--- src/logic/scapc_map.svh ---
// opcodes, counts, reset values and timing constants of the command block
`ifndef SCAPC_MAP_SVH
`define SCAPC_MAP_SVH
`define SCAPC_OP_SET_ALARM 8'h19
`define SCAPC_OP_READ_ALARM 8'h09
`define SCAPC_OP_ALARM_OFF 8'h29
`define SCAPC_OP_ALARM_ON 8'h39
`define SCAPC_OP_READ_BATT 8'h0c
`define SCAPC_OP_READ_TEMP 8'h1c
`define SCAPC_OP_READ_JACK1 8'h2c
`define SCAPC_OP_READ_JACK2 8'h3c
`define SCAPC_OP_REINIT 8'h0f
`define SCAPC_OP_READ_DIP 8'h0a
`define SCAPC_OP_SET_PFAIL 8'h0b
`define SCAPC_OP_SET_CHARGE 8'h1b
`define SCAPC_OP_READ_SWITCH 8'h08
`define SCAPC_ALARM_BYTES 3'h6
`define SCAPC_ONE_BYTE 3'h1
`define SCAPC_NO_BYTES 3'h0
`define SCAPC_IDX_MONTH 0
`define SCAPC_IDX_DAY 1
`define SCAPC_IDX_HOUR 2
`define SCAPC_IDX_MINUTE 3
`define SCAPC_IDX_SECOND 4
`define SCAPC_IDX_WEEKDAY 5
`define SCAPC_DONT_CARE 8'hff
`define SCAPC_PARAM_MARK 8'h80
`define SCAPC_LOW_NIBBLE 8'h0f
`define SCAPC_BIT7_CLEAR 8'h7f
`define SCAPC_ALARM_RST 8'hff
`define SCAPC_PFAIL_RST 8'h00
`define SCAPC_CHARGE_RST 8'h00
`define SCAPC_IRQ_BURST 4'ha
`define SCAPC_JACK_FS_MV 2000
`define SCAPC_JACK_STEPS 64
`define SCAPC_JACK_MAX 6'h3f
`define SCAPC_CLK_HZ 64'd20000000
`define SCAPC_SEC_PER_HOUR 64'd3600
`define SCAPC_FULL_CHG_HOURS 64'd8
`define SCAPC_FULL_CHG_CYCLES (`SCAPC_FULL_CHG_HOURS * `SCAPC_SEC_PER_HOUR * `SCAPC_CLK_HZ)
`endif

--- src/logic/scapc_pkg.sv ---
// types and opcode helpers shared by both ends
`include "scapc_map.svh"
package scapc_pkg;
  typedef logic [7:0] scapc_byte_t;
  typedef logic [2:0] scapc_cnt_t;
  typedef enum logic [1:0] {SCAPC_DEV_IDLE, SCAPC_DEV_PARAM, SCAPC_DEV_REPLY} scapc_dev_state_t;
  typedef enum logic [1:0] {SCAPC_HOST_IDLE, SCAPC_HOST_SEND, SCAPC_HOST_RECV}
    scapc_host_state_t;

  // parameter bytes that follow each opcode
  function automatic scapc_cnt_t scapc_param_count(input scapc_byte_t op);
    scapc_cnt_t n;
    n = `SCAPC_NO_BYTES;
    case (op)
      `SCAPC_OP_SET_ALARM: n = `SCAPC_ALARM_BYTES;
      `SCAPC_OP_SET_PFAIL, `SCAPC_OP_SET_CHARGE: n = `SCAPC_ONE_BYTE;
      default: n = `SCAPC_NO_BYTES;
    endcase
    return n;
  endfunction

  // reply bytes returned for each opcode
  function automatic scapc_cnt_t scapc_reply_count(input scapc_byte_t op);
    scapc_cnt_t n;
    n = `SCAPC_NO_BYTES;
    case (op)
      `SCAPC_OP_READ_ALARM: n = `SCAPC_ALARM_BYTES;
      `SCAPC_OP_READ_BATT, `SCAPC_OP_READ_TEMP, `SCAPC_OP_READ_JACK1, `SCAPC_OP_READ_JACK2,
      `SCAPC_OP_READ_DIP, `SCAPC_OP_READ_SWITCH: n = `SCAPC_ONE_BYTE;
      default: n = `SCAPC_NO_BYTES;
    endcase
    return n;
  endfunction
endpackage

--- src/logic/scapc_if.sv ---
// byte link between host and housekeeping command block
`timescale 1ns/100ps
interface scapc_if;
  logic cmd_valid;
  logic [7:0] cmd_byte;
  logic cmd_ready;
  logic rsp_valid;
  logic [7:0] rsp_byte;
  logic rsp_ready;
  logic alarm_irq;
  logic pfail_irq;

  modport dev (
    input cmd_valid, cmd_byte, rsp_ready,
    output cmd_ready, rsp_valid, rsp_byte, alarm_irq, pfail_irq
  );
  modport host (
    output cmd_valid, cmd_byte, rsp_ready,
    input cmd_ready, rsp_valid, rsp_byte, alarm_irq, pfail_irq
  );
endinterface

--- src/logic/scapc_device.sv ---
// housekeeping command interpreter: alarm, analog reads, power and charge control
// Functional notes
// - set alarm 19H: six BCD bytes, month first
// - host sets bit7, uses 24-hour hours
// - all-ones field ignored in alarm compare
// - alarm seconds only in ten-second steps
// - alarm bytes stored without any checking
// - alarm interrupts need enable 39H once
// - read alarm 09H: six bytes, masked nibbles
// - opcode 29H stops alarm interrupts
// - opcode 0CH returns battery voltage byte
// - opcode 1CH returns temperature byte
// - opcode 2CH converts jack one, six bits
// - conversion saturates high, zero when negative
// - opcode 3CH converts bar-code jack likewise
// - opcode 0FH reinitialises the whole block
// - opcode 0AH returns DIP switch settings
// - 0BH sets power-fail level, interrupt below
// - 1BH sets full-charge start voltage
// - adapter: full charge eight hours, trickle
// - opcode 08H returns power/trigger switch state
// - each alarm match gives ten interrupts
`timescale 1ns/100ps
`include "scapc_map.svh"
module scapc_device #(
  parameter logic [63:0] FULL_CHG_CYCLES = `SCAPC_FULL_CHG_CYCLES
) (
  // clock and reset
  input wire logic sys_clk,
  input wire logic rst_b,
  // host link
  scapc_if.dev link,
  // calendar clock, bcd, with one-second tick
  input wire logic sec_tick,
  input wire logic [7:0] rtc_month,
  input wire logic [7:0] rtc_day,
  input wire logic [7:0] rtc_hour,
  input wire logic [7:0] rtc_minute,
  input wire logic [7:0] rtc_second,
  input wire logic [7:0] rtc_weekday,
  // analog readings
  input wire logic [7:0] batt_level,
  input wire logic [7:0] backup_level,
  input wire logic [7:0] temp_level,
  input wire logic signed [15:0] jack1_mv,
  input wire logic signed [15:0] jack2_mv,
  // switches
  input wire logic [7:0] dip_sw,
  input wire logic [7:0] power_trig_sw,
  input wire logic adapter_on,
  // power control
  output logic charge_full,
  output logic charge_trickle,
  output logic reinit_pulse
);
  ////////////////////////////////////////////////////////////////////////////////
  scapc_pkg::scapc_dev_state_t state_ff;
  logic [7:0] opcode_ff;
  logic [2:0] cnt_ff;
  logic [7:0] par_ff [0:5];
  logic [7:0] alarm_ff [0:5];
  logic [7:0] rsp_buf_ff [0:5];
  logic [2:0] rsp_cnt_ff;
  logic [2:0] rsp_idx_ff;
  logic cmd_ready_ff;
  logic rsp_valid_ff;
  logic [7:0] rsp_byte_ff;
  logic alarm_en_ff;
  logic [7:0] pfail_lvl_ff;
  logic [7:0] charge_lvl_ff;
  logic below_ff;
  logic pfail_irq_ff;
  logic [3:0] burst_ff;
  logic alarm_irq_ff;
  logic [39:0] chg_timer_ff;
  logic charge_full_ff;
  logic charge_trickle_ff;
  logic reinit_ff;
  logic take;
  logic done;
  logic [7:0] op_now;
  logic alarm_hit;
  logic [7:0] alarm_read [0:5];
  logic [7:0] rsp_first;

  assign link.cmd_ready = cmd_ready_ff;
  assign link.rsp_valid = rsp_valid_ff;
  assign link.rsp_byte = rsp_byte_ff;
  assign link.alarm_irq = alarm_irq_ff;
  assign link.pfail_irq = pfail_irq_ff;
  assign charge_full = charge_full_ff;
  assign charge_trickle = charge_trickle_ff;
  assign reinit_pulse = reinit_ff;

  ////////////////////////////////////////////////////////////////////////////////
  // jack conversion to top six bits
  function automatic logic [7:0] jack_code(input logic signed [15:0] mv);
    logic [31:0] scaled;
    scaled = 32'h0;
    if (mv < 0) begin
      return 8'h00;
    end
    if (mv >= `SCAPC_JACK_FS_MV) begin
      return {`SCAPC_JACK_MAX, 2'h0};
    end
    scaled = (32'(mv) * `SCAPC_JACK_STEPS) / `SCAPC_JACK_FS_MV;
    return {scaled[5:0], 2'h0};
  endfunction

  // field matches when equal or marked don't care
  function automatic logic fld_hit(input logic [7:0] a, input logic [7:0] now);
    return (a == `SCAPC_DONT_CARE) || (a == now);
  endfunction

  ////////////////////////////////////////////////////////////////////////////////
  // command reception
  assign take = link.cmd_valid && cmd_ready_ff;
  assign op_now = (state_ff == scapc_pkg::SCAPC_DEV_IDLE) ? link.cmd_byte : opcode_ff;
  assign done = take && ((state_ff == scapc_pkg::SCAPC_DEV_IDLE) ?
                (scapc_pkg::scapc_param_count(link.cmd_byte) == `SCAPC_NO_BYTES) :
                (cnt_ff == `SCAPC_ONE_BYTE));

  always_ff @(posedge sys_clk or negedge rst_b) begin
    if (!rst_b) begin
      state_ff <= scapc_pkg::SCAPC_DEV_IDLE;
      opcode_ff <= 8'h00;
      cnt_ff <= 3'h0;
      cmd_ready_ff <= 1'b0;
      rsp_valid_ff <= 1'b0;
      rsp_byte_ff <= 8'h00;
      rsp_cnt_ff <= 3'h0;
      rsp_idx_ff <= 3'h0;
    end else if (reinit_ff) begin
      state_ff <= scapc_pkg::SCAPC_DEV_IDLE;
      cnt_ff <= 3'h0;
      cmd_ready_ff <= 1'b1;
      rsp_valid_ff <= 1'b0;
    end else begin
      unique case (state_ff)
        scapc_pkg::SCAPC_DEV_IDLE: begin
          cmd_ready_ff <= 1'b1;
          if (take) begin
            opcode_ff <= link.cmd_byte;
            cnt_ff <= scapc_pkg::scapc_param_count(link.cmd_byte);
            if (!done) begin
              state_ff <= scapc_pkg::SCAPC_DEV_PARAM;
            end
          end
        end
        scapc_pkg::SCAPC_DEV_PARAM: begin
          if (take) begin
            cnt_ff <= cnt_ff - 3'h1;
            if (done) begin
              state_ff <= scapc_pkg::SCAPC_DEV_IDLE;
            end
          end
        end
        scapc_pkg::SCAPC_DEV_REPLY: begin
          if (rsp_valid_ff && link.rsp_ready) begin
            if (rsp_idx_ff == rsp_cnt_ff - 3'h1) begin
              state_ff <= scapc_pkg::SCAPC_DEV_IDLE;
              rsp_valid_ff <= 1'b0;
              cmd_ready_ff <= 1'b1;
            end else begin
              rsp_byte_ff <= rsp_buf_ff[rsp_idx_ff + 3'h1];
              rsp_idx_ff <= rsp_idx_ff + 3'h1;
            end
          end
        end
      endcase
      if (done && scapc_pkg::scapc_reply_count(op_now) != `SCAPC_NO_BYTES) begin
        state_ff <= scapc_pkg::SCAPC_DEV_REPLY;
        cmd_ready_ff <= 1'b0;
        rsp_valid_ff <= 1'b1;
        rsp_cnt_ff <= scapc_pkg::scapc_reply_count(op_now);
        rsp_idx_ff <= 3'h0;
        rsp_byte_ff <= rsp_first;
      end
    end
  end

  // parameter capture in arrival order
  always_ff @(posedge sys_clk or negedge rst_b) begin
    if (!rst_b) begin
      for (int i = 0; i < 6; i++) begin
        par_ff[i] <= 8'h00;
      end
    end else if (take && state_ff == scapc_pkg::SCAPC_DEV_PARAM) begin
      for (int i = 0; i < 5; i++) begin
        par_ff[i] <= par_ff[i + 1];
      end
      par_ff[5] <= link.cmd_byte;
    end
  end

  ////////////////////////////////////////////////////////////////////////////////
  // reply snapshot
  always_comb begin
    for (int i = 0; i < 6; i++) begin
      alarm_read[i] = alarm_ff[i];
    end
    alarm_read[`SCAPC_IDX_SECOND] = alarm_ff[`SCAPC_IDX_SECOND] & `SCAPC_LOW_NIBBLE;
    alarm_read[`SCAPC_IDX_WEEKDAY] = alarm_ff[`SCAPC_IDX_WEEKDAY] & `SCAPC_LOW_NIBBLE;
  end

  // first reply byte, sampled as the command completes
  always_comb begin
    rsp_first = alarm_read[0];
    case (op_now)
      `SCAPC_OP_READ_BATT: rsp_first = batt_level;
      `SCAPC_OP_READ_TEMP: rsp_first = temp_level;
      `SCAPC_OP_READ_JACK1: rsp_first = jack_code(jack1_mv);
      `SCAPC_OP_READ_JACK2: rsp_first = jack_code(jack2_mv);
      `SCAPC_OP_READ_DIP: rsp_first = dip_sw;
      `SCAPC_OP_READ_SWITCH: rsp_first = power_trig_sw;
      default: rsp_first = alarm_read[0];
    endcase
  end

  always_ff @(posedge sys_clk or negedge rst_b) begin
    if (!rst_b) begin
      for (int i = 0; i < 6; i++) begin
        rsp_buf_ff[i] <= 8'h00;
      end
    end else if (done) begin
      for (int i = 0; i < 6; i++) begin
        rsp_buf_ff[i] <= alarm_read[i];
      end
      rsp_buf_ff[0] <= rsp_first;
    end
  end

  ////////////////////////////////////////////////////////////////////////////////
  // settings written by commands
  always_ff @(posedge sys_clk or negedge rst_b) begin
    if (!rst_b) begin
      reinit_ff <= 1'b0;
      alarm_en_ff <= 1'b0;
      pfail_lvl_ff <= `SCAPC_PFAIL_RST;
      charge_lvl_ff <= `SCAPC_CHARGE_RST;
      for (int i = 0; i < 6; i++) begin
        alarm_ff[i] <= `SCAPC_ALARM_RST;
      end
    end else begin
      reinit_ff <= done && op_now == `SCAPC_OP_REINIT;
      if (reinit_ff) begin
        alarm_en_ff <= 1'b0;
        pfail_lvl_ff <= `SCAPC_PFAIL_RST;
        charge_lvl_ff <= `SCAPC_CHARGE_RST;
        for (int i = 0; i < 6; i++) begin
          alarm_ff[i] <= `SCAPC_ALARM_RST;
        end
      end else if (done) begin
        case (op_now)
          `SCAPC_OP_SET_ALARM: begin
            for (int i = 0; i < 5; i++) begin
              alarm_ff[i] <= par_ff[i + 1];
            end
            alarm_ff[5] <= link.cmd_byte;
          end
          `SCAPC_OP_ALARM_ON: alarm_en_ff <= 1'b1;
          `SCAPC_OP_ALARM_OFF: alarm_en_ff <= 1'b0;
          `SCAPC_OP_SET_PFAIL: pfail_lvl_ff <= link.cmd_byte;
          `SCAPC_OP_SET_CHARGE: charge_lvl_ff <= link.cmd_byte;
          default: alarm_en_ff <= alarm_en_ff;
        endcase
      end
    end
  end

  ////////////////////////////////////////////////////////////////////////////////
  // alarm compare and interrupt burst
  assign alarm_hit = fld_hit(alarm_ff[`SCAPC_IDX_MONTH], rtc_month) &&
                     fld_hit(alarm_ff[`SCAPC_IDX_DAY], rtc_day) &&
                     fld_hit(alarm_ff[`SCAPC_IDX_HOUR], rtc_hour) &&
                     fld_hit(alarm_ff[`SCAPC_IDX_MINUTE], rtc_minute) &&
                     (alarm_ff[`SCAPC_IDX_SECOND] == `SCAPC_DONT_CARE ||
                      (alarm_ff[`SCAPC_IDX_SECOND] & `SCAPC_LOW_NIBBLE) ==
                      {4'h0, rtc_second[7:4]} && rtc_second[3:0] == 4'h0) &&
                     (alarm_ff[`SCAPC_IDX_WEEKDAY] == `SCAPC_DONT_CARE ||
                      (alarm_ff[`SCAPC_IDX_WEEKDAY] & `SCAPC_LOW_NIBBLE) == rtc_weekday);

  always_ff @(posedge sys_clk or negedge rst_b) begin
    if (!rst_b) begin
      burst_ff <= 4'h0;
      alarm_irq_ff <= 1'b0;
    end else if (reinit_ff || !alarm_en_ff) begin
      burst_ff <= 4'h0;
      alarm_irq_ff <= 1'b0;
    end else if (sec_tick && alarm_hit) begin
      burst_ff <= `SCAPC_IRQ_BURST;
      alarm_irq_ff <= 1'b0;
    end else if (burst_ff != 4'h0 && !alarm_irq_ff) begin
      burst_ff <= burst_ff - 4'h1;
      alarm_irq_ff <= 1'b1;
    end else begin
      alarm_irq_ff <= 1'b0;
    end
  end

  ////////////////////////////////////////////////////////////////////////////////
  // power-fail detect on falling below level
  always_ff @(posedge sys_clk or negedge rst_b) begin
    if (!rst_b) begin
      below_ff <= 1'b0;
      pfail_irq_ff <= 1'b0;
    end else begin
      below_ff <= batt_level < pfail_lvl_ff;
      pfail_irq_ff <= (batt_level < pfail_lvl_ff) && !below_ff && !reinit_ff;
    end
  end

  // charge control
  always_ff @(posedge sys_clk or negedge rst_b) begin
    if (!rst_b) begin
      chg_timer_ff <= 40'h0;
      charge_full_ff <= 1'b0;
      charge_trickle_ff <= 1'b0;
    end else if (!adapter_on || reinit_ff) begin
      chg_timer_ff <= 40'h0;
      charge_full_ff <= 1'b0;
      charge_trickle_ff <= 1'b0;
    end else if (backup_level < charge_lvl_ff && !charge_full_ff) begin
      chg_timer_ff <= 40'h0;
      charge_full_ff <= 1'b1;
      charge_trickle_ff <= 1'b0;
    end else if (chg_timer_ff >= FULL_CHG_CYCLES[39:0] - 40'h1) begin
      charge_full_ff <= 1'b0;
      charge_trickle_ff <= 1'b1;
    end else begin
      chg_timer_ff <= chg_timer_ff + 40'h1;
      charge_full_ff <= 1'b1;
      charge_trickle_ff <= 1'b0;
    end
  end
endmodule // scapc_device

--- src/flat_wrapper.sv ---
// flat-port wrapper written by rule: the top's interface ports become plain ports
module scapc_device_flat 
#(
  parameter logic [63:0] FULL_CHG_CYCLES = `SCAPC_FULL_CHG_CYCLES
)
  (sys_clk, rst_b, sec_tick, rtc_month, rtc_day, rtc_hour, rtc_minute, rtc_second, rtc_weekday, batt_level, backup_level, temp_level, jack1_mv, jack2_mv, dip_sw, power_trig_sw, adapter_on, charge_full, charge_trickle, reinit_pulse, link_cmd_valid, link_cmd_byte, link_rsp_ready, link_cmd_ready, link_rsp_valid, link_rsp_byte, link_alarm_irq, link_pfail_irq);
  scapc_if link_i ();
  input wire logic sys_clk;
  input wire logic rst_b;
  input wire logic sec_tick;
  input wire logic [7:0] rtc_month;
  input wire logic [7:0] rtc_day;
  input wire logic [7:0] rtc_hour;
  input wire logic [7:0] rtc_minute;
  input wire logic [7:0] rtc_second;
  input wire logic [7:0] rtc_weekday;
  input wire logic [7:0] batt_level;
  input wire logic [7:0] backup_level;
  input wire logic [7:0] temp_level;
  input wire logic signed [15:0] jack1_mv;
  input wire logic signed [15:0] jack2_mv;
  input wire logic [7:0] dip_sw;
  input wire logic [7:0] power_trig_sw;
  input wire logic adapter_on;
  output logic charge_full;
  output logic charge_trickle;
  output logic reinit_pulse;
  input wire logic [$bits(link_i.cmd_valid)-1:0] link_cmd_valid;
  input wire logic [$bits(link_i.cmd_byte)-1:0] link_cmd_byte;
  input wire logic [$bits(link_i.rsp_ready)-1:0] link_rsp_ready;
  output wire logic [$bits(link_i.cmd_ready)-1:0] link_cmd_ready;
  output wire logic [$bits(link_i.rsp_valid)-1:0] link_rsp_valid;
  output wire logic [$bits(link_i.rsp_byte)-1:0] link_rsp_byte;
  output wire logic [$bits(link_i.alarm_irq)-1:0] link_alarm_irq;
  output wire logic [$bits(link_i.pfail_irq)-1:0] link_pfail_irq;
  assign link_i.cmd_valid = link_cmd_valid;
  assign link_i.cmd_byte = link_cmd_byte;
  assign link_i.rsp_ready = link_rsp_ready;
  assign link_cmd_ready = link_i.cmd_ready;
  assign link_rsp_valid = link_i.rsp_valid;
  assign link_rsp_byte = link_i.rsp_byte;
  assign link_alarm_irq = link_i.alarm_irq;
  assign link_pfail_irq = link_i.pfail_irq;
  scapc_device #(.FULL_CHG_CYCLES(FULL_CHG_CYCLES)) u_core (.sys_clk(sys_clk), .rst_b(rst_b), .link(link_i), .sec_tick(sec_tick), .rtc_month(rtc_month), .rtc_day(rtc_day), .rtc_hour(rtc_hour), .rtc_minute(rtc_minute), .rtc_second(rtc_second), .rtc_weekday(rtc_weekday), .batt_level(batt_level), .backup_level(backup_level), .temp_level(temp_level), .jack1_mv(jack1_mv), .jack2_mv(jack2_mv), .dip_sw(dip_sw), .power_trig_sw(power_trig_sw), .adapter_on(adapter_on), .charge_full(charge_full), .charge_trickle(charge_trickle), .reinit_pulse(reinit_pulse));
endmodule
--- config.mk ---
export PLATFORM = sky130hd
export DESIGN_NAME = scapc_device_flat
export DESIGN_NICKNAME = d
export VERILOG_FILES = /design/src/logic/scapc_pkg.sv /design/src/logic/scapc_if.sv /design/src/logic/scapc_device.sv /design/src/flat_wrapper.sv
export VERILOG_INCLUDE_DIRS = /design/src /design/src/logic
export SDC_FILE = /design/constraint.sdc
export NUM_CORES = 1
export LEC_CHECK = 0
export BUFFER_PORTS_ARGS = -buffer_cell sky130_fd_sc_hd__buf_2
export CAP_MARGIN = 20
export CORE_MARGIN = 5
export CORE_UTILIZATION = 45
export CTS_BUF_LIST = sky130_fd_sc_hd__clkbuf_4 sky130_fd_sc_hd__clkbuf_8
export DETAILED_ROUTE_END_ITERATION = 12
export GPL_TIMING_DRIVEN = 0
export SLEW_MARGIN = 5
export SYNTH_ARGS = -nofsm -noshare
export SYNTH_HDL_FRONTEND = slang
export SYNTH_SLANG_ARGS = --single-unit
--- constraint.sdc ---
create_clock -name sys_clk -period 4.7 [get_ports sys_clk]
set_clock_uncertainty 0.15 [all_clocks]
set_input_delay 0.94 -clock sys_clk [delete_from_list [all_inputs] [get_ports sys_clk]]
set_output_delay 0.94 -clock sys_clk [all_outputs]
set_load 0.02 [all_outputs]
==> results.yml, run 1 <==
clock_tree:
  h-tree-depth: 2
  cts_num_sinks: 223
  clockRootBuffer: "clkbuf_8"
  clock_latency_ns: 0.53
  cts_buffers: 36
  hold_buffers: 0
  cts_tree: "yes"
  cts.clk_slew.worst_paths_ns: 0.06
  cts.path.max_buffers: 3
layout:
  regArea_sq_mm: 0.00564
  drive_above_1_share: 0.332
  stdcell_count: 3075
  multi_input_area_sq_mm: 0.0139
  n_antenna_cell: 0
  nets: 2681
  nFillCells: 3616
  area_delta_synth_final_pct: 31.1
drt:
  via_per_inst: 6.18
  drc_errors: 0
  wirelength_mm: 62.5
  routedWlPerCell_um: 20.3
  drt_iter0_drc: 1688
  vias: 19000
  drt-pass1-iter-count: 7
  ant_nets: 0
power_and_ir_drop:
  p_leak_nw: 10.3
  cellPowerDensity_mw_per_mm2: 482
  finalPower_mw: 11.6
  vdd_ir_drop_max_mv: 0.242
critical_path:
  critPathMostFrequentCell: "buf_6"
  critPathRequiredTime_ns: 4.94
  worstPathArrival_ns: 10.25
  path_class: "input pin to flop"
  critPathCaptureType: "flop"
  worst_setup_path_start_kind: "input pin"
  critPathMaxStageDelay_ns: 0.59
  crit_path_max_fanout: 7
  regToRegSetupSlack_ns: 0.26
  cpMaxStageDelayCell: "or4_4"
synthesis:
  ys_types: 128
  syn_area_sq_mm: 0.0184
  yosys_warnings: 0
  ys_seq_area_frac: 0.306
  syn_area_per_cell_sq_um: 8.57
  synth_ff_type: "dfrtp_1"
  async_reset_ff_frac: 1.00
  ys_seq_elements: 223
  synth_edf_count: 0
  syn_inst: 2149
  syn_nets: 2314
die:
  dieArea_sq_mm: 0.0451
  num_rows: 74
  die_w_um: 212
  start_util: 0.453
  fp.dieH_um: 212
  design.core.area_sq_mm: 0.0406
  ios: 149
placed_design:
  portBuffers: 138
  routabilityCongestion: 0.941
  dp_hpwl_mm: 43.3
  placedCellCount: 2822
flow_run:
  drv_cap: 0
grt:
  grt_pass1_wl_mm: 96.7
  grt_start_max_net_pins: 97
  gr-total-overflow: 0
  antenna_found_initial: 2
  first_global_vias: 18200
  grtUsageTotal: 0.259
outcome:
  status: "complete, but fails checks"
  violations: "setup timing"
timing:
  hold_viol_final: 0
  min_period_over_period: 2.13
  slew_viol_final: 0
  slew-limit-headroom: 0.333
  hold_ws_ns: 0.182
  tightest_slew_ns: 0.997
  setup_viol: 12
  rsz0062_at_grt: "yes"
  final.setup.tns_ns: -47.45
  post-route-worst-setup-slack_ns: -5.31
  period_needed_ns: 10.01
  fmax_ghz: 0.0999
worst_hold_path:
  worst_hold_path_type: "input pin to async pin"
[critical path, delay by kind of cell]
kind	cells	cell delay (ns)
AOI/OAI and AO/OA	22	5.56
muxes	2	0.42
buffers and inverters	17	2.32
and+or+nand+nor	3	0.98
[synthesized netlist by cell type (all sizes together), types with 10 or more instances]
cell,count,share of area
a31o,11,0.0052
or3,15,0.0051
a21oi,83,0.023
a221oi,12,0.0070
a21o,18,0.0073
o31a,17,0.0086
o311ai,11,0.0056
or4,15,0.0069
mux2,59,0.036
nand2,280,0.057
dfrtp,175,0.24
a2111oi,12,0.0084
xnor2,55,0.027
ha,31,0.021
clkbuf,71,0.015
or2,21,0.0071
o22ai,17,0.0058
a211o,52,0.025
nor2b,73,0.025
and3,39,0.013
buf,33,0.010
o211ai,19,0.0086
inv,38,0.0077
nor4,39,0.015
a211oi,23,0.011
o21ai,161,0.045
o41ai,19,0.013
o31ai,32,0.015
xor2,67,0.033
nor3,48,0.013
and2,22,0.0075
dfstp,48,0.068
o21a,10,0.0041
nand4,34,0.012
nand3,80,0.022
nand2b,31,0.011
a32oi,11,0.0060
a31oi,28,0.012
nor2,143,0.029
mux2i,44,0.025
[layout by cell type (no fill, tap or decap), drive strengths merged, types with 11 or more instances in the layout]
cell type / n
a21oi: 83
and3: 39
and2: 22
nor2b: 73
inv: 37
nor2: 143
a221oi: 12
or3: 15
a2111oi: 12
nor3: 48
clkbuf: 123
a211oi: 23
nand2b: 31
nand3: 80
a31oi: 28
o31a: 17
o211ai: 19
nand2: 280
o31ai: 32
o41ai: 19
dfstp: 48
xnor2: 55
mux2i: 44
buf: 368
ha: 31
nor4: 39
or2: 21
a32oi: 11
mux2: 59
xor2: 67
dfrtp: 175
o22ai: 17
a211o: 52
nand4: 34
a31o: 11
or4: 15
o311ai: 11
o21ai: 161
a21o: 18
[layer usage]
metal  vias up  share of wire  global-route usage
met3       138          0.060              0.0348
met4         4          0.025              0.0627
met1      9326           0.44               0.352
li1       8869              -                   -
met2       660           0.48               0.440
met5         -        0.00054                   0
[logic make-up after synthesis]
group,count (synthesis),share of synthesized area
xor gates and xnor gates,122,0.0605
adders and majority gates,37,0.0245
DFF,223,0.306
AOI/OAI and AO/OA,639,0.264
and+or+nand+nor,874,0.241
buffers and inverters,143,0.0325
muxes,111,0.0709
[area by class of cell]
cell class              instances  share of cell area
clock buffers                  59              0.0303
plain buffers                 101              0.0239
repair buffers                331              0.0987
flip-flops and latches        223               0.234
clock inverters                 6             0.00145
inverters                      39             0.00674
well taps                     532              0.0276
multi-input cells            1784               0.578
[power breakdown]
part	total, mW	internal [mW]	switching (mW)
Clock	1.76	0.984	0.779
Sequential	2.89	2.46	0.425
Combinational	6.98	3.14	3.83
Total	11.6	6.59	5.04
[state kept, by name, summed over array words and instances (netlist names), 4 cells and up]
signal and flops:
u_core.alarm_ff 48, u_core.pfail_lvl_ff 8, u_core.link.rsp_byte 8, u_core.par_ff 40, u_core.rsp_buf_ff 40, u_core.opcode_ff 8
u_core.charge_lvl_ff 8, u_core.chg_timer_ff 40, u_core.burst_ff 4
[path summary, 6_finish.rpt]
check / startpoint / cells past startpoint / endpoint
setup / recovery: jack2_mv[7] / 44 / u_core.rsp_buf_ff[42]
hold / removal: rst_b / 1 / u_core.chg_timer_ff[36]
setup reg to reg: u_core.chg_timer_ff[0] / 17 / u_core.chg_timer_ff[33]
hold reg to reg: u_core.below_ff / 1 / u_core.link.pfail_irq
max in group asynchronous: rst_b / 3 / u_core.alarm_ff[16]
min in group sys_clk: u_core.below_ff / 1 / u_core.link.pfail_irq
[metrics by stage]
step	cell area (sq um)	worst slack, ns	util
after floorplan	18600	-5.32	-
after global routing	24100	-5.52	0.594
after global placement	20000	-6.56	0.492
final	24100	-5.31	0.594
after detailed placement	20100	-6.77	0.493
after CTS	23100	-4.86	0.568
[repair_timing]
action                     CTS  global route
pin swaps                  107            77
cloned                       2             0
gates resized for setup    228           129
setup buffers              136            54
setup endpoints to repair   48            53
Note: power is estimated with default switching activity, not from simulation.
==> run 2: changes to the inputs <==
--- a/config.mk
+++ b/config.mk
@@ -6,6 +6,7 @@
 export SDC_FILE = /design/constraint.sdc
 export NUM_CORES = 1
 export LEC_CHECK = 0
+export ABC_AREA = 1
 export BUFFER_PORTS_ARGS = -buffer_cell sky130_fd_sc_hd__buf_2
 export CAP_MARGIN = 20
 export CORE_MARGIN = 5
==> run 2 against run 1 <==
Against the previous run: the flow still finishes with violations (setup timing); final area shrank 5.9%; worst setup slack gained 2.6 ns; synthesized area shrank 8.2%; non-clock buffer count shrank 59; largest power group unchanged; global-route usage shrank 1.0 points; synthesized cell count grew 16%; clock-buffer cell count grew 4; critical path type unchanged; via count shrank 4.7%; utilization grew 1.3 points.
==> results.yml, run 2 <==
power_and_ir_drop:
  p_sw_mw: 5.60
  p_int_mw: 6.19
  p_clk_frac: 0.156
  p_leak_nw: 10.8
  seq_power_share: 0.164
  vdd_ir_drop_max_mv: 0.427
  switching_share: 0.475
  finalPower_mw: 11.8
  share_comb_of_total_power: 0.680
  cellPowerDensity_mw_per_mm2: 519
synthesis:
  ys_top_cells_by_count: "572 x nand2_1, 363 x inv_1, 270 x o21ai_0, 197 x nand3_1, 182 x nor2_1"
  yosys_warnings: 0
  ys_seq_area_frac: 0.334
  synth.most_common_cell: "nand2_1"
  async_reset_ff_frac: 1.00
  yosysTopAreaCell: "dfrtp_1"
  ys_types: 55
  syn_nets: 2655
  synth_edf_count: 0
  yosysTopAreaCellShare: 0.259
  ys_seq_elements: 223
  syn_area_per_cell_sq_um: 6.79
  syn_area_sq_mm: 0.0169
  synthTopCellsByArea: "dfrtp_1 26%, nand2_1 13%, inv_1 8.1%, o21ai_0 8.0%, dfstp_2 7.5%"
  synth_ff_type: "dfrtp_1"
  syn_inst: 2490
die:
  die_w_um: 204
  num_rows: 71
  fp.dieH_um: 204
  design.core.area_sq_mm: 0.0374
  dieArea_sq_mm: 0.0416
  start_util: 0.452
  ios: 149
drt:
  via_per_inst: 5.33
  wirelength_mm: 55.0
  vias: 18100
  drt_iter0_drc: 977
  drc_errors: 0
  drt-pass1-iter-count: 5
  ant_nets: 0
  routedWlPerCell_um: 16.2
layout:
  final_cell_mix: "458 x nand2_1, 328 x inv_1, 254 x o21ai_0"
  drive_above_1_share: 0.332
  area_delta_synth_final_pct: 34.3
  mostFrequentLayoutCell: "nand2_1"
  stdcell_count: 3392
  nets: 3015
  largest_register_ffs: 48
  nFillCells: 3355
  top_register: "u_core.alarm_ff"
clock_tree:
  cts_tree: "yes"
  cts_num_sinks: 223
  cts.clk_slew.worst_paths_ns: 0.06
  cts.path.max_buffers: 3
  cts_buffers: 38
  clockRootBuffer: "clkbuf_8"
  h-tree-depth: 2
  clock_latency_ns: 0.55
critical_path:
  critPathMostFrequentCell: "nand2_2"
  worst_setup_path_start_kind: "input pin"
  path_class: "input pin to flop"
  cpMaxStageDelayCell: "o211ai_1"
  critPathMaxStageDelay_ns: 0.25
  critPathCaptureType: "flop"
  critPathRequiredTime_ns: 4.98
  worstPathArrival_ns: 7.69
  crit_path_start: "jack2_mv[1]"
  crit_path_max_fanout: 6
  r2r_start: "u_core.state_ff[0]"
placed_design:
  routabilityCongestion: 0.907
  portBuffers: 148
  dp_hpwl_mm: 39.8
  placedCellCount: 3152
outcome:
  status: "complete, but fails checks"
  violations: "setup timing"
grt:
  top_usage_layer: "met2"
  first_global_vias: 17200
  grtUsageTotal: 0.249
  use_met2: 0.413
  grt_util_met1: 0.339
  grt_start_max_net_pins: 113
  grt_pass1_wl_mm: 85.6
  grt_use_met3: 0.0344
  antenna_found_initial: 1
  gr-total-overflow: 0
worst_hold_path:
  worst_hold_path_type: "input pin to async pin"
flow_run:
  drv_cap: 0
timing:
  slew_viol_final: 0
  post-route-worst-setup-slack_ns: -2.71
  slew-limit-headroom: 0.424
  tightest_slew_ns: 0.864
  fmax_ghz: 0.135
  rsz0062_at_grt: "yes"
  hold_viol_final: 0
  min_period_over_period: 1.58
  hold_ws_ns: 0.133
  setup_viol: 12
  final.setup.tns_ns: -22.28
  period_needed_ns: 7.41
-- run 2: changes by cell type after synthesis, moves of 32 or more --
cell,before,now
nand3_1,80,197
inv_1,38,363
nor2_1,141,182
nand2_1,280,572
mux2i_1,42,0
xnor2_1,52,20
nand2_2,0,59
nor2b_1,73,0
mux2_2,57,0
and3_1,39,0
o21ai_0,143,270
a211o_1,52,0
-- run 2: cell type report --
type | instances | area [sq um] | share of cell area
diodes | 1 | 2.50 | 0.000110
clock buffers | 63 | 754 | 0.0332
repair buffers | 317 | 2210 | 0.0972
flip-flops and latches | 223 | 5640 | 0.248
multi-input cells | 1819 | 11600 | 0.512
plain buffers | 56 | 215 | 0.00947
repair inverters | 1 | 7.51 | 0.000330
clock inverters | 7 | 42.5 | 0.00187
well taps | 511 | 639 | 0.0281
inverters | 394 | 1580 | 0.0694
-- run 2: metrics by stage --
step	utilization	setup slack, ns	area, sq um
2_1_floorplan	-	-2.36	17200
3_3_place_gp	0.496	-3.76	18500
3_5_place_dp	0.498	-3.87	18600
4_1_cts	0.572	-2.45	21400
5_1_grt	0.607	-3.26	22700
6_report	0.607	-2.71	22700
-- run 2: final timing paths --
| path | to | slack [ns] | cells past startpoint |
|---|---|---|---|
| min in group sys_clk | u_core.link.pfail_irq | 0.27 | 1 |
| worst max register to register | u_core.link.rsp_byte[5] | 0.15 | 16 |
| max in group asynchronous | u_core.alarm_ff[23] | 3.07 | 3 |
| worst max-delay path | u_core.rsp_buf_ff[42] | -2.71 | 64 |
| worst min register to register | u_core.link.pfail_irq | 0.27 | 1 |
| worst min-delay path | u_core.chg_timer_ff[35] | 0.13 | 1 |
-- run 2: critical path: cells and delay by family --
kind	cells	cell delay, ns
fa+ha+maj	3	0.44
compound gates	9	1.48
buf+inv	10	0.84
simple gates	42	3.98
-- run 2: logic make-up (layout without fill, tap and decap cells) --
| family | count (synthesis) | after routing | share of synthesized area |
|---|---|---|---|
| compound gates | 488 | 488 | 0.164 |
| xor+xnor | 87 | 87 | 0.0455 |
| other cells | 0 | 1 | 0 |
| simple gates | 1211 | 1213 | 0.334 |
| fa+ha+maj | 31 | 31 | 0.0229 |
| buf+inv | 450 | 838 | 0.100 |
| flops | 223 | 223 | 0.334 |
-- run 2: per-layer routing --
metal,part of all wire,wire length (um)
met4,0.031,1710
met1,0.44,24200
met2,0.48,26100
met3,0.053,2940
met5,0,0
-- run 2: timing repair --
item | 4_1_cts | 5_1_grt
pin swaps | 157 | 141
gates cloned | 3 | 0
setup buffers | 114 | 55
hold buffers | 0 | 0
endpoints found under the setup margin | 22 | 47
resized for setup | 304 | 223
-- run 2: power by group through the flow --
stage	combinational, mW	clock, mW	sequential [mW]
floorplan	4.00	0	1.97
global placement	4.85	0	1.97
detailed placement	4.94	0	1.97
CTS	6.83	1.87	1.94
global route	8.75	1.96	1.94
finish	8.02	1.84	1.94
